**config.mk**
```make
export PLATFORM = sky130hd
export DESIGN_NAME = thermostat_ctrl
export DESIGN_NICKNAME = d
export VERILOG_FILES = /design/src/verilog/tc_pkg.sv /design/src/verilog/chan_reg.sv /design/src/verilog/thermostat_ctrl.sv
export VERILOG_INCLUDE_DIRS = /design/src /design/src/verilog
export SDC_FILE = /design/constraint.sdc
export NUM_CORES = 1
export LEC_CHECK = 0
export BUFFER_PORTS_ARGS = -buffer_cell sky130_fd_sc_hd__buf_2
export CAP_MARGIN = 20
export CELL_PAD_IN_SITES_DETAIL_PLACEMENT = 0
export CELL_PAD_IN_SITES_GLOBAL_PLACEMENT = 1
export CORE_MARGIN = 2
export CORE_UTILIZATION = 53
export CTS_CLUSTER_SIZE = 30
export DETAILED_ROUTE_END_ITERATION = 8
export GPL_TIMING_DRIVEN = 0
export PLACE_DENSITY = 0.93
export SYNTH_ARGS = -nofsm -noshare
export SYNTH_HDL_FRONTEND = slang
export SYNTH_SLANG_ARGS = --single-unit
```
**constraint.sdc**
```tcl
create_clock -name sys_clk_i -period 7.9 [get_ports sys_clk_i]
set_input_delay 1.58 -clock sys_clk_i [delete_from_list [all_inputs] [get_ports sys_clk_i]]
set_output_delay 1.58 -clock sys_clk_i [all_outputs]
set_load 0.05 [all_outputs]
```
**src/verilog/tc_params.svh**
```systemverilog
// Purpose: Constants for the two-channel thermostat with heating curve
// Assumes: 250 MHz system clock, one timing tick every 100 ms
// Notes:   Temperatures are signed whole degrees Celsius
`ifndef TC_PARAMS_SVH
`define TC_PARAMS_SVH

// Clock and base tick
`define TC_CLK_MHZ      250
`define TC_TICK_MS      100
`define TC_TICK_CYC     (`TC_TICK_MS * 1000 * `TC_CLK_MHZ)

// Display and button times in ms, converted to ticks
`define TC_ROT_MS       8000
`define TC_ROT_TICKS    (`TC_ROT_MS / `TC_TICK_MS)
`define TC_SHOW_MS      3000
`define TC_SHOW_TICKS   (`TC_SHOW_MS / `TC_TICK_MS)
`define TC_LONG_MS      5000
`define TC_LONG_TICKS   (`TC_LONG_MS / `TC_TICK_MS)
`define TC_SHORT_MS     1000
`define TC_SHORT_TICKS  (`TC_SHORT_MS / `TC_TICK_MS)
`define TC_BLINK_MS     500
`define TC_BLINK_TICKS  (`TC_BLINK_MS / `TC_TICK_MS)

// Curve hour length
`define TC_HOUR_S       3600
`define TC_HOUR_TICKS   (`TC_HOUR_S * 1000 / `TC_TICK_MS)

// Dial: code 0 is off, codes 1..31 give 20..50 degrees
`define TC_DIAL_OFF     5'h00
`define TC_DIAL_BASE    8'h13

// Regulation and sensor limits
`define TC_HYST         8'sh01
`define TC_FAULT_HI     8'sh50
`define TC_FAULT_LO     (-8'sh14)

`endif

```
**src/verilog/tc_pkg.sv**
```systemverilog
// Purpose: Types for the two-channel thermostat
// Assumes: Constants come from tc_params.svh
// Notes:   All state records are packed structs
package tc_pkg;

  typedef logic signed [7:0] temp_t;

  // Per-channel operating state
  typedef enum logic [2:0] {
    CRV_NORMAL  = 3'b001,
    CRV_STOPPED = 3'b010,
    CRV_RUN     = 3'b100
  } curve_e;

  // What the display shows
  typedef enum logic [3:0] {
    DISP_ACTUAL = 4'b0001,
    DISP_SETPT  = 4'b0010,
    DISP_OFF    = 4'b0100,
    DISP_ERR    = 4'b1000
  } disp_e;

  // Regulator state of one channel
  typedef struct packed {
    temp_t s1;
    temp_t s2;
    temp_t s3;
    temp_t act;
    logic  fault;
    logic  relay;
  } reg_s;

  // Control state of one channel
  typedef struct packed {
    curve_e      crv;
    temp_t       sp;
    logic        capt;
    logic        pend;
    logic [4:0]  dial;
    logic [4:0]  idle;
    logic        btn;
    logic [5:0]  press;
    logic        long_done;
    logic [15:0] hr_ticks;
    logic [6:0]  hrs;
  } chan_s;

  // Whole controller state
  typedef struct packed {
    chan_s [1:0]      ch;
    logic [1:0][4:0]  dial_s1;
    logic [1:0][4:0]  dial_s2;
    logic [1:0][4:0]  dial_s3;
    logic [1:0]       btn_s1;
    logic [1:0]       btn_s2;
    logic [1:0]       btn_s3;
    logic [24:0]      tick_cnt;
    logic             tick;
    logic [2:0]       blink_cnt;
    logic             blink;
    logic [6:0]       rot_cnt;
    logic             rot;
    logic [4:0]       show_cnt;
    logic             show_ch;
    disp_e            kind;
    logic             disp_ch;
    temp_t            value;
    logic             dp;
    logic             green;
    logic [1:0]       red;
    logic [1:0]       chan_led;
    logic [1:0]       curve_mode;
  } state_s;

endpackage : tc_pkg

```
**src/verilog/chan_reg.sv**
```systemverilog
// Purpose: On/off regulator for one channel with sensor check
// Assumes: Sensor word arrives from another domain as whole degrees
// Notes:   Relay drops at once on a sensor fault or when disabled
`timescale 1ns/1ps
`include "tc_params.svh"
module chan_reg (
  // Clock and reset
  input  wire logic          sys_clk_i,
  input  wire logic          rst_b_i,
  // Sensor and control
  input  wire tc_pkg::temp_t sensor_i,
  input  wire tc_pkg::temp_t setpt_i,
  input  wire logic          enable_i,
  // Results
  output logic               relay_o,
  output logic               fault_o,
  output tc_pkg::temp_t      actual_o
);

  tc_pkg::reg_s q;
  tc_pkg::reg_s d;

  // Sync, fault check and two-position control
  always_comb begin
    d    = q;
    d.s1 = sensor_i;
    d.s2 = q.s1;
    d.s3 = q.s2;
    if (q.s2 == q.s3) begin
      d.act = q.s3;
    end
    d.fault = (q.act > `TC_FAULT_HI) || (q.act < `TC_FAULT_LO);
    if (!enable_i || d.fault) begin
      d.relay = 1'b0;
    end else if (q.act < tc_pkg::temp_t'(setpt_i - `TC_HYST)) begin
      d.relay = 1'b1;
    end else if (q.act > setpt_i) begin
      d.relay = 1'b0;
    end
  end

  // State register
  always_ff @(posedge sys_clk_i or negedge rst_b_i) begin
    if (!rst_b_i) begin
      q <= '0;
    end else begin
      q <= d;
    end
  end

  assign relay_o  = q.relay;
  assign fault_o  = q.fault;
  assign actual_o = q.act;

endmodule : chan_reg

```
**src/verilog/thermostat_ctrl.sv**
```systemverilog
// Purpose: Two-channel thermostat with dial setpoint and heating curve
// Assumes: Curve parameters are stable levels on the system clock
// Notes:   Timing runs from a 100 ms tick; shorten TICK_CYCLES to simulate
`timescale 1ns/1ps
`include "tc_params.svh"
module thermostat_ctrl #(
  parameter int unsigned TICK_CYCLES = `TC_TICK_CYC,
  parameter int unsigned HOUR_TICKS  = `TC_HOUR_TICKS
) (
  // Clock and reset
  input  wire logic                 sys_clk_i,
  input  wire logic                 rst_b_i,
  // Front panel
  input  wire logic                 first_channel_button_i,
  input  wire logic                 second_channel_button_i,
  input  wire logic [1:0][4:0]      dial_pos_i,
  // Sensors
  input  wire tc_pkg::temp_t [1:0]  sensor_temp_i,
  // Curve parameters
  input  wire tc_pkg::temp_t        curve_start_temp_i,
  input  wire tc_pkg::temp_t        curve_end_temp_i,
  input  wire logic [6:0]           hours_per_degree_i,
  // Relays and LEDs
  output logic [1:0]                relay_o,
  output logic [1:0]                red_led_o,
  output logic [1:0]                chan_led_o,
  output logic                      green_led_o,
  output logic [1:0]                curve_mode_o,
  // Display
  output tc_pkg::disp_e             disp_kind_o,
  output logic                      disp_chan_o,
  output tc_pkg::temp_t             disp_value_o,
  output logic                      disp_point_o
);

  tc_pkg::state_s      s_q;
  tc_pkg::state_s      s_d;
  logic [1:0]          reg_en;
  logic [1:0]          fault;
  tc_pkg::temp_t [1:0] actual;

  // Dial code to setpoint
  function automatic tc_pkg::temp_t dial_temp(input logic [4:0] code);
    dial_temp = tc_pkg::temp_t'({3'h0, code} + `TC_DIAL_BASE);
  endfunction : dial_temp

  // One regulator per channel
  for (genvar g = 0; g < 2; g++) begin : g_chan
    assign reg_en[g] = !(s_q.ch[g].crv == tc_pkg::CRV_NORMAL &&
                         s_q.ch[g].dial == `TC_DIAL_OFF);
    chan_reg u_reg (
      .sys_clk_i (sys_clk_i),
      .rst_b_i   (rst_b_i),
      .sensor_i  (sensor_temp_i[g]),
      .setpt_i   (s_q.ch[g].sp),
      .enable_i  (reg_en[g]),
      .relay_o   (relay_o[g]),
      .fault_o   (fault[g]),
      .actual_o  (actual[g])
    );
  end

  // Next-state logic
  always_comb begin
    tc_pkg::chan_s c;
    tc_pkg::chan_s n;
    logic [4:0]    nd;
    logic          nb;
    logic          moved;
    logic          showing;
    logic          dch;
    c       = '0;
    n       = '0;
    nd      = '0;
    nb      = 1'b0;
    moved   = 1'b0;
    showing = 1'b0;
    dch     = 1'b0;
    s_d     = s_q;
    // Base tick divider
    s_d.tick = 1'b0;
    if (s_q.tick_cnt == 25'(TICK_CYCLES - 1)) begin
      s_d.tick_cnt = '0;
      s_d.tick     = 1'b1;
    end else begin
      s_d.tick_cnt = s_q.tick_cnt + 25'h1;
    end
    // Blink phase, rotation and show timeout
    if (s_q.tick) begin
      if (s_q.blink_cnt == 3'(`TC_BLINK_TICKS - 1)) begin
        s_d.blink_cnt = '0;
        s_d.blink     = ~s_q.blink;
      end else begin
        s_d.blink_cnt = s_q.blink_cnt + 3'h1;
      end
      if (s_q.rot_cnt == 7'(`TC_ROT_TICKS - 1)) begin
        s_d.rot_cnt = '0;
        s_d.rot     = ~s_q.rot;
      end else begin
        s_d.rot_cnt = s_q.rot_cnt + 7'h1;
      end
      if (s_q.show_cnt != 5'h00) begin
        s_d.show_cnt = s_q.show_cnt - 5'h01;
      end
    end
    // Input synchronisers
    s_d.dial_s1 = dial_pos_i;
    s_d.dial_s2 = s_q.dial_s1;
    s_d.dial_s3 = s_q.dial_s2;
    s_d.btn_s1  = {second_channel_button_i, first_channel_button_i};
    s_d.btn_s2  = s_q.btn_s1;
    s_d.btn_s3  = s_q.btn_s2;
    // Channel control
    for (int i = 0; i < 2; i++) begin
      c     = s_q.ch[i];
      n     = c;
      nd    = (s_q.dial_s2[i] == s_q.dial_s3[i]) ? s_q.dial_s3[i] : c.dial;
      nb    = (s_q.btn_s2[i] == s_q.btn_s3[i]) ? s_q.btn_s3[i] : c.btn;
      moved = (nd != c.dial);
      n.dial = nd;
      n.btn  = nb;
      // Dial movement shows the setpoint for a while
      if (moved) begin
        n.idle       = 5'(`TC_SHOW_TICKS);
        s_d.show_cnt = 5'(`TC_SHOW_TICKS);
        s_d.show_ch  = 1'(i);
      end else if (s_q.tick && c.idle != 5'h00) begin
        n.idle = c.idle - 5'h01;
      end
      case (c.crv)
        tc_pkg::CRV_NORMAL: begin
          n.sp = dial_temp(nd);
        end
        tc_pkg::CRV_STOPPED: begin
          n.sp = curve_end_temp_i;
        end
        tc_pkg::CRV_RUN: begin
          // Hour timer and one-degree steps
          if (s_q.tick) begin
            if (c.hr_ticks == 16'(HOUR_TICKS - 1)) begin
              n.hr_ticks = '0;
              if (c.hrs + 7'h01 >= hours_per_degree_i) begin
                n.hrs = '0;
                if (c.sp - 8'sh01 <= curve_end_temp_i) begin
                  n.crv  = tc_pkg::CRV_STOPPED;
                  n.sp   = curve_end_temp_i;
                  n.capt = 1'b0;
                  n.pend = 1'b0;
                end else begin
                  n.sp = c.sp - 8'sh01;
                end
              end else begin
                n.hrs = c.hrs + 7'h01;
              end
            end else begin
              n.hr_ticks = c.hr_ticks + 16'h0001;
            end
          end
          // Dial takes over only after matching the setpoint
          if (!c.capt && nd != `TC_DIAL_OFF && dial_temp(nd) == c.sp) begin
            n.capt = 1'b1;
          end
          if (c.capt && moved) begin
            n.pend = 1'b1;
          end else if (c.pend && c.idle == 5'h00 && n.crv == tc_pkg::CRV_RUN) begin
            n.sp         = dial_temp(c.dial);
            n.pend       = 1'b0;
            s_d.show_cnt = '0;
          end
        end
        default: begin
          n.crv = tc_pkg::CRV_NORMAL;
        end
      endcase
      // Button hold timing and long press
      if (nb) begin
        if (s_q.tick && c.press != 6'h3f) begin
          n.press = c.press + 6'h01;
        end
        if (s_q.tick && !c.long_done && c.press == 6'(`TC_LONG_TICKS - 1)) begin
          n.long_done = 1'b1;
          n.hr_ticks  = '0;
          n.hrs       = '0;
          n.capt      = 1'b0;
          n.pend      = 1'b0;
          if (c.crv == tc_pkg::CRV_NORMAL) begin
            n.crv = tc_pkg::CRV_STOPPED;
            n.sp  = curve_end_temp_i;
          end else begin
            n.crv = tc_pkg::CRV_NORMAL;
            n.sp  = dial_temp(nd);
          end
        end
      end else begin
        n.press     = '0;
        n.long_done = 1'b0;
      end
      // Short press acts on release
      if (c.btn && !nb && !c.long_done && c.press < 6'(`TC_SHORT_TICKS)) begin
        s_d.show_cnt = 5'(`TC_SHOW_TICKS);
        s_d.show_ch  = 1'(i);
        if (c.crv == tc_pkg::CRV_STOPPED &&
            curve_start_temp_i > curve_end_temp_i) begin
          n.crv      = tc_pkg::CRV_RUN;
          n.sp       = curve_start_temp_i;
          n.hr_ticks = '0;
          n.hrs      = '0;
          n.capt     = 1'b0;
          n.pend     = 1'b0;
        end else if (c.crv == tc_pkg::CRV_RUN) begin
          n.crv  = tc_pkg::CRV_STOPPED;
          n.sp   = curve_end_temp_i;
          n.capt = 1'b0;
          n.pend = 1'b0;
        end
      end
      s_d.ch[i] = n;
    end
    // Display and indicator outputs
    showing     = (s_q.show_cnt != 5'h00);
    dch         = showing ? s_q.show_ch : s_q.rot;
    s_d.disp_ch = dch;
    if (showing) begin
      if (s_q.ch[dch].crv == tc_pkg::CRV_NORMAL && s_q.ch[dch].dial == `TC_DIAL_OFF) begin
        s_d.kind = tc_pkg::DISP_OFF;
      end else begin
        s_d.kind = tc_pkg::DISP_SETPT;
      end
      if (s_q.ch[dch].crv == tc_pkg::CRV_RUN && s_q.ch[dch].capt &&
          s_q.ch[dch].dial != `TC_DIAL_OFF) begin
        s_d.value = dial_temp(s_q.ch[dch].dial);
      end else begin
        s_d.value = s_q.ch[dch].sp;
      end
    end else if (fault[dch]) begin
      s_d.kind  = tc_pkg::DISP_ERR;
      s_d.value = actual[dch];
    end else if (!reg_en[dch]) begin
      s_d.kind  = tc_pkg::DISP_OFF;
      s_d.value = actual[dch];
    end else begin
      s_d.kind  = tc_pkg::DISP_ACTUAL;
      s_d.value = actual[dch];
    end
    case (s_q.ch[dch].crv)
      tc_pkg::CRV_STOPPED: s_d.dp = 1'b1;
      tc_pkg::CRV_RUN:     s_d.dp = s_q.blink;
      default:             s_d.dp = 1'b0;
    endcase
    s_d.green = showing ? s_q.blink : 1'b1;
    for (int j = 0; j < 2; j++) begin
      s_d.red[j]        = relay_o[j] | (showing && s_q.show_ch == 1'(j));
      s_d.chan_led[j]   = !showing && s_q.rot == 1'(j) && s_q.blink;
      s_d.curve_mode[j] = (s_q.ch[j].crv != tc_pkg::CRV_NORMAL);
    end
  end

  // State register
  always_ff @(posedge sys_clk_i or negedge rst_b_i) begin
    if (!rst_b_i) begin
      s_q          <= '0;
      s_q.ch[0].crv <= tc_pkg::CRV_NORMAL;
      s_q.ch[1].crv <= tc_pkg::CRV_NORMAL;
      s_q.kind     <= tc_pkg::DISP_ACTUAL;
    end else begin
      s_q <= s_d;
    end
  end

  // Registered outputs
  assign red_led_o    = s_q.red;
  assign chan_led_o   = s_q.chan_led;
  assign green_led_o  = s_q.green;
  assign curve_mode_o = s_q.curve_mode;
  assign disp_kind_o  = s_q.kind;
  assign disp_chan_o  = s_q.disp_ch;
  assign disp_value_o = s_q.value;
  assign disp_point_o = s_q.dp;

endmodule : thermostat_ctrl

```
Yosys cells after proc, flatten, opt, wreduce, memory -nomap -nowiden
Index checks and enable logic that the tools add are counted.

Equality and inequality tests: 36. Magnitude comparators: 16. Muxes and demuxes: 111. Bitwise gates (word level): 5. Reductions and logical operators: 70. $add $sub $neg: 19.

Operators with widths (count): $mux W13 (18); $mux W23 (10); $mux W54 (2); $mux W8 (10); $mux W5 (14); $mux W7 (7); $mux W24 (2); $pmux W8 S3 (2); $logic_and A1 B1 Y1 (37); $mux W6 (6); $add A16 B1 Y16 const B (2); $eq A16 B16 Y1 const B (2); $eq A8 B8 Y1 (4); $mux W16 (2); $add A5 B5 Y6 const B (5); $reduce_bool A5 Y1 (6); $add A25 B1 Y25 const B (1); $eq A25 B25 Y1 const B (1); $logic_not A5 Y1 (5); $mux W25 (1); $gt A8 B8 Y1 (3); $add A7 B1 Y7 const B (3); $mux W1 (21); $mux W10 (2); other kinds (36) (91).

Output and inout port bits: 23. Register bits: 277. Word-level logic and storage cells: 316.

Logic depth before layout (Yosys ltp)
Gate-level depths: netlist of run 1.

Depth in word-level cells: 18. Depth in mapped cells: 17. Gate-level depth less buffers: 15.

By module
A second synthesis of run 1 with hierarchy kept.

Cells, all modules: 1752. Area, all modules: 16472.0 µm².

By module, submodules not included: thermostat_ctrl (instances 1, sequential area each 5233.8 µm², cells an instance 1488, area each 13223.9 µm²); chan_reg (instances 2, sequential area each 850.8 µm², cells an instance 132, area each 1624.1 µm²).

Worst setup path after synthesis of run 1
OpenSTA, ideal clock, no wires.

Kind: input to register. Start point: input hours_per_degree_i[4]. End point: register s_q[200] (netlist bit). Buffers on the path: 0. Path slack: 4022 ps. Stages: 9. Arrival: 3752 ps. Cells stage by stage: inv_1 ha_1 a2111oi_0 o21ai_1 and4_4 a2111oi_4 mux2i_1 a211oi_1 o32a_1.

RTL lines: from (decl) (line thermostat_ctrl.sv:22) `input wire logic [6:0] hours_per_degree_i,`; to (decl) (line thermostat_ctrl.sv:36) `tc_pkg::state_s s_q;`.

==> reports/summary.txt, run 1 <==
status - finished, final reports clean
Peak VDD IR - 0.0001841 V
Reg clk slew, reported paths - 60 ps
# rows - 63
#FFs+latches synth - 277
Worst Tran Pin Value - 1030 ps
critical path fanouts, max - 10
initial DRC count - 913
# IOs - 76
slew margin rel. - 0.3034
Mapped Nets - 1817
total clock sinks - 277
GR Util met2 - 0.4287
vias per cell - 5.894
# H-tree levels - 1
Seq pwr share - 0.362
CP required - 8380 ps
Max Freq - 0.2220 GHz
critical path type - flip-flop to flip-flop
Min Hold Slack - 344.5 ps
I/O Buffers - 75
TritonCTS buffer count - 31
Slew Limit Fails - 0
Die ar. - 0.03145 mm2
yosys warns - 0
hpwl dp - 30710 um
clock power share - 0.327
Global Route Usage Sum - 0.2672
RSZ-0062 raised after global routing - false
postcts setup bufs - 0
Commonest cells post-synth - 274 x dfrtp_1, 164 x nor2_1, 136 x nand2_1
post-route clock period utilization - 0.5701
initial antenna violation count - 1
Tmin final - 4504 ps
Max Cap Violations - 0
top cells by area, synth - dfrtp_1 43%, ha_1 7.6%, xor2_1 4.3%
largest net degree at the start of global routing - 96
Synth Area per Inst - 9.553 um2
Syn Inst Count - 1667
Post-CTS Hold Fix Bufs - 0
routing usage on met1 - 0.3704
Filler Cell Count - 2547
Hold Path Class - flip-flop to flip-flop
Die W - 177.3 um
Layout area overhead - 12.73%
Most Crowded Layer GR - met2
Resize count post-CTS - 0
Max Clock Skew - 8.120 ps
Post-synth EDFFs - 0
antenna violation net count after detailed routing - 0
via count - 12.93k
top-count cell post-synth - dfrtp_1
top-area cell type share of the netlist area - 0.4305
leading area contributor after synthesis - dfrtp_1
worst skew pair latency - 560 ps
share of the yosys chip area belonging to registers - 0.4355
final setup vio count - 0
CTS tree - built
die height - 177.3 um
Sw Ratio - 0.3463
CTS root buf - clkbuf_16
GRT overflow - 0
Switch Pwr - 1624 uW
Syn Std Cell Area - 0.01593 mm2
DR pass1 iterations - 5
leakage - 0.008084 uW
core area - 0.02964 mm2
DRC Markers - 0
final hold vios - 0
Synth cell types - 82
layout cell share with drive strength beyond 1 - 0.1154
worst path arrival time - 4980 ps
Synth Flop Type - dfrtp_1
routed len/inst - 18.93 um
met3 Use GR - 0.03877
CTS max path bufs - 3
global-route wire length before repair - 66670 um
internal power - 3067 uW
Pwr Density - 261.3 mW/mm2
Post-layout nets - 1928
share of power burned in combinational logic - 0.311
Worst setup SP type - flip-flop
total length of routed wires - 41500 um
number of cells on the worst hold path - 0
ys async rst share - 1.000
routability cong. - 0.9823
crit end category - flip-flop
Initial Utilization - 0.5373
setup TNS - 0 ps
cells on worst reg2reg path - 15
vias in the first global route - 12.71k
[registers in the layout, indices dropped and copies added (netlist names)]
name                   count
s_q                      164
g_chan.u_reg.d            32
s_d                       24
g_chan.u_reg.actual_o     16
g_chan.u_reg.q            16
disp_value_o               8
disp_kind_o                4
chan_led_o                 2
curve_mode_o               2
g_chan.u_reg.fault_o       2
g_chan.u_reg.relay_o       2
red_led_o                  2
disp_chan_o                1
disp_point_o               1
green_led_o                1
[layout make-up]
class / count / area, um2 / share of cell area
Clock buffer: 42 / 877.1 / 0.04886
Buffer: 78 / 407.9 / 0.02272
Timing Repair Buffer: 78 / 447.9 / 0.02495
Multi-Input combinational cell: 1223 / 8248 / 0.4594
Inverter: 89 / 334.1 / 0.01861
Antenna cell: 1 / 2.502 / 0.0001394
Tap cell: 390 / 488.0 / 0.02718
Sequential cell: 277 / 6935 / 0.3863
Clock inverter: 15 / 211.5 / 0.01178
[cell usage in the layout (no fill, tap or decap), types with 15 or more instances in the layout]
master     instances
dfrtp_1          274
nor2_1           164
nand2_1          136
ha_1              97
o21ai_0           94
inv_1             85
buf_2             82
xor2_1            78
a21oi_1           78
xnor2_1           72
nand3_1           59
mux2i_1           47
clkbuf_1          44
nor3_1            40
clkbuf_16         31
nor2b_1           25
nand4_1           24
buf_4             23
o211ai_1          20
mux2_2            19
nand2b_1          16
a31oi_1           16
a211oi_1          16
nor4_1            15
[logic make-up after synthesis]
family	Yosys count	share of synthesized area
mux	68	0.04580
buf+inv	167	0.04659
flops	277	0.4355
compound gates	353	0.1434
xor+xnor	150	0.08250
fa+ha+maj	98	0.07684
simple gates	554	0.1694
[power by group through the flow]
stage / Sequential [uW] / Combinational [uW] / Clock, uW
final: 1700 / 1460 / 1530
after global routing: 1710 / 1600 / 1610
after CTS: 1690 / 1440 / 1560
after detailed placement: 1720 / 1430 / 0
after global placement: 1710 / 1390 / 0
after floorplan: 1660 / 1070 / 0
[routing by layer]
metal	vias to the layer above	wire [um]
met5	-	0
met4	0	1456
met3	90	2838
met2	440	19060
met1	6302	18150
li1	6094	-
[stage by stage]
step                instances  worst slack (ps)    util  total power [uW]  area, um2
global placement         2132             234.9  0.5664              3105      16790
global route             2193              3149  0.6057              4931      17950
CTS                      2192              3520  0.6056              4694      17950
floorplan                1667              4022       -              2735      15930
detailed placement       2135              3085  0.5689              3148      16860
finish                   2193              3396  0.6057              4691      17950
[final timing paths]
check / start / endpoint / slack [ps]
max: s_q[146]$_DFF_PN0_ / s_q[147]$_DFF_PN0_ / 3400
min: g_chan[1].u_reg.d[25]$_DFF_PN0_ / g_chan[1].u_reg.d[17]$_DFF_PN0_ / 340
max reg2reg: s_q[146]$_DFF_PN0_ / s_q[147]$_DFF_PN0_ / 3400
min reg2reg: g_chan[1].u_reg.d[25]$_DFF_PN0_ / g_chan[1].u_reg.d[17]$_DFF_PN0_ / 340
max in group asynchronous: rst_b_i / s_q[152]$_DFF_PN1_ / 5540
min in group asynchronous: rst_b_i / s_q[62]$_DFF_PN0_ / 1020
[critical path, stage by stage, from the launching register on]
cell and delay (ps):
dfrtp_1 360, clkbuf_1 250, or4_1 600, nor4_1 300, xnor2_1 140, ha_1 330, nand4_1 160, nor2_1 220
a311oi_1 90, nor2_1 290, buf_1 580, and4_1 440, nor3_1 140, a211oi_1 270, o22ai_1 110, o21ai_1 140
Power figures use the tool's default switching activity.
==> run 2, diff against run 1 <==
--- a/config.mk
+++ b/config.mk
@@ -6,16 +6,17 @@
 export SDC_FILE = /design/constraint.sdc
 export NUM_CORES = 1
 export LEC_CHECK = 0
+export ABC_AREA = 1
 export BUFFER_PORTS_ARGS = -buffer_cell sky130_fd_sc_hd__buf_2
 export CAP_MARGIN = 20
 export CELL_PAD_IN_SITES_DETAIL_PLACEMENT = 0
 export CELL_PAD_IN_SITES_GLOBAL_PLACEMENT = 1
 export CORE_MARGIN = 2
-export CORE_UTILIZATION = 53
+export CORE_UTILIZATION = 43
 export CTS_CLUSTER_SIZE = 30
 export DETAILED_ROUTE_END_ITERATION = 8
 export GPL_TIMING_DRIVEN = 0
-export PLACE_DENSITY = 0.93
+export PLACE_DENSITY = 0.84
 export SYNTH_ARGS = -nofsm -noshare
 export SYNTH_HDL_FRONTEND = slang
 export SYNTH_SLANG_ARGS = --single-unit
==> constraint.sdc (replaced) <==
create_clock -name sys_clk_i -period 4.05 [get_ports sys_clk_i]
set_input_delay 0.81 -clock sys_clk_i [delete_from_list [all_inputs] [get_ports sys_clk_i]]
set_output_delay 0.81 -clock sys_clk_i [all_outputs]
set_load 0.05 [all_outputs]
==> reports/summary.txt, run 2 <==
status - finished, final reports clean
CP required - 4550 ps (-3830 ps)
antenna violation net count after detailed routing - 0 (unchanged)
via count - 13.68k (+5.8%)
Mapped Nets - 2117 (+17%)
final hold vios - 0 (unchanged)
yosys warns - 0 (unchanged)
Worst setup SP type - flip-flop
final setup margin - 233.9 ps (-3162 ps)
Most Crowded Layer GR - met2
Post-CTS Hold Fix Bufs - 0 (unchanged)
max incr delay on CP - 490 ps (-110 ps)
Global Route Usage Sum - 0.2156 (-0.05158)
Max Freq - 0.2620 GHz (+18%)
TritonCTS buffer count - 31 (unchanged)
top-count cell post-synth - nand2_1
Tmin final - 3816 ps (-687.9 ps)
RSZ-0062 raised after global routing - false
# rows - 71 (+13%)
commonest cells after routing, fill and taps aside - 356 x nand2_1, 275 x inv_1, 271 x dfrtp_1
pre-CTS setup slack - 82.47 ps (-3003 ps)
DR pass1 iterations - 7 (+2)
Max Cap Violations - 0 (unchanged)
CTS root buf - clkbuf_16
post-route clock period utilization - 0.9422 (+0.3721)
Reg clk slew, reported paths - 60 ps (about the same)
Commonest cells post-synth - 357 x nand2_1, 277 x inv_1, 274 x dfrtp_1
Slew Limit Fails - 0 (unchanged)
global-route wire length before repair - 67940 um (+1.9%)
hpwl dp - 31780 um (+3.5%)
Pwr Density - 488.7 mW/mm2 (+87%)
# H-tree levels - 1 (unchanged)
Synth cell types - 60 (-27%)
leakage - 0.009111 uW (+13%)
leading area contributor after synthesis - dfrtp_1
Syn Inst Count - 1967 (+18%)
Worst path most repeated cell - nand2_1
crit end category - flip-flop
cells on worst reg2reg path - 23 (+8)
worst-path cell chain - nor3_2 -> nand3_1 -> nor3_1 -> xor2_1 -> inv_1 -> ha_1 -> a21oi_1 -> o21a_1 -> nand2_1 -> nand2_1 -> nand3_1 -> nand2_2 -> nand2_2 -> nor2_4 -> nand2_2 -> buf_6 -> nand3_2 -> nand3_1 -> nand3_1 -> nand2_1 -> nand2_1 -> nand2_1 -> nand2_1
GRT overflow - 0 (unchanged)
max FFs per register - 164 (unchanged)
initial antenna violation count - 5 (+4)
worst setup path startpoint - s_q[144]$_DFF_PN0_
top-area cell type share of the netlist area - 0.4215 (-0.009008)
total length of routed wires - 41880 um (+0.90%)
slowest cell on the critical path - dfrtp_1
Hold Path Class - input port to asynchronous set/reset pin
met3 Use GR - 0.03323 (-0.005543)
critical path type - flip-flop to flip-flop
die height - 198.5 um (+12%)
routability cong. - 0.9301 (-5.3%)
Max Clock Skew - 21.72 ps (+13.60 ps)
vias in the first global route - 13.15k (+3.5%)
share of the yosys chip area belonging to registers - 0.4264 (-0.009112)
routing usage on met1 - 0.2881 (-0.08231)
Worst Tran Pin Value - 1053 ps (+23.05 ps)
DRC Markers - 0 (unchanged)
worst skew pair latency - 580 ps (+20 ps)
RR Startpoint - s_q[144]$_DFF_PN0_
vias per cell - 5.223 (-11%)
Post-synth EDFFs - 0 (unchanged)
I/O Buffers - 75 (unchanged)
Die W - 198.5 um (+12%)
GR Util met2 - 0.3578 (-0.07090)
Synth Area per Inst - 8.269 um2 (-13%)
top cells by area, synth - dfrtp_1 42%, nand2_1 8.2%, ha_1 7.5%
core area - 0.03749 mm2 (+26%)
layout cell share with drive strength beyond 1 - 0.1258 (+0.01040)
largest net degree at the start of global routing - 110 (+15%)
Biggest register - s_q
ys async rst share - 1.000 (unchanged)
Die ar. - 0.03940 mm2 (+25%)
Peak VDD IR - 0.0003673 V (+99%)
Initial Utilization - 0.4339 (-0.1034)
Synth Flop Type - dfrtp_1
Min Hold Slack - 181.1 ps (-163.4 ps)
#FFs+latches synth - 277 (unchanged)
Syn Std Cell Area - 0.01627 mm2 (+2.1%)
CTS max path bufs - 3 (unchanged)
worst path arrival time - 4320 ps (-660 ps)
# IOs - 76 (unchanged)
CTS tree - built
most common cell after layout, fill and taps aside - nand2_1
Post-layout nets - 2233 (+16%)
critical path fanouts, max - 10 (unchanged)
Layout area overhead - 13.75%
slew margin rel. - 0.2923 (-0.01109)
routed len/inst - 15.99 um (-16%)
total clock sinks - 277 (unchanged)
final setup vio count - 0 (unchanged)
initial DRC count - 920 (+0.77%)
[run 2: report_power, final]
part           switching [uW]  internal [uW]
registers                 326           3020
logic                    1750            970
clock network            1130           1840
total                    3210           5830
[run 2: critical path: cells and delay by family, from the launching register on]
kind | cells | cell delay (ps)
xor gates and xnor gates | 1 | 290
adders and majority gates | 1 | 330
and+or+nand+nor | 17 | 2040
DFF | 1 | 490
buffers and inverters | 2 | 250
AOI/OAI and AO/OA | 2 | 360
[run 2: final timing paths]
| path | end | slack [ps] |
|---|---|---|
| max | s_q[146]$_DFF_PN0_ | 230 |
| min | g_chan[1].u_reg.d[16]$_DFF_PN0_ | 180 |
| max reg2reg | s_q[146]$_DFF_PN0_ | 230 |
| min reg2reg | g_chan[1].u_reg.d[13]$_DFF_PN0_ | 340 |
| max in group asynchronous | s_d[85]$_DFF_PN0_ | 2780 |
| min in group sys_clk_i | g_chan[1].u_reg.d[18]$_DFF_PN0_ | 340 |
[run 2: kinds of logic after synthesis]
logic type      share of synthesized area
mux                              0.008308
compound gates                     0.1122
flops                              0.4264
fa+ha+maj                         0.07462
simple gates                       0.2396
buf+inv                           0.08662
xor+xnor                          0.05223
[run 2: repair_timing]
action	CTS	global route
setup buffers	0	7
setup endpoints to repair	0	20
resized for setup	0	9
[run 2: metal layers]
layer  vias up  part of all wire  wire length (um)
li1       6772                 -                 -
met1      6484              0.46             19090
met2       333              0.46             19290
met3        85             0.053              2230
met4         6             0.029              1215
met5         -            0.0011                44
[run 2: final cells by class]
class | count | area [um2]
fillers | 3605 | 18990
multi-input cells | 1347 | 7939
flip-flops and latches | 277 | 6939
inverters | 301 | 1139
clock buffers | 41 | 843.3
well taps | 511 | 639.4
repair buffers | 84 | 493.0
plain buffers | 41 | 270.3
clock inverters | 15 | 235.2
diodes | 2 | 5.005
[run 2: stage by stage]
step | utilization | total power [uW] | cell area (um2) | instances | setup TNS, ps
2_1_floorplan | - | 5253 | 16270 | 1967 | 0
3_3_place_gp | 0.4610 | 5989 | 17280 | 2553 | -801360
3_5_place_dp | 0.4627 | 6060 | 17350 | 2555 | 0
4_1_cts | 0.4915 | 9100 | 18420 | 2611 | 0
5_1_grt | 0.4935 | 9642 | 18500 | 2618 | 0
6_report | 0.4936 | 9043 | 18500 | 2619 | 0
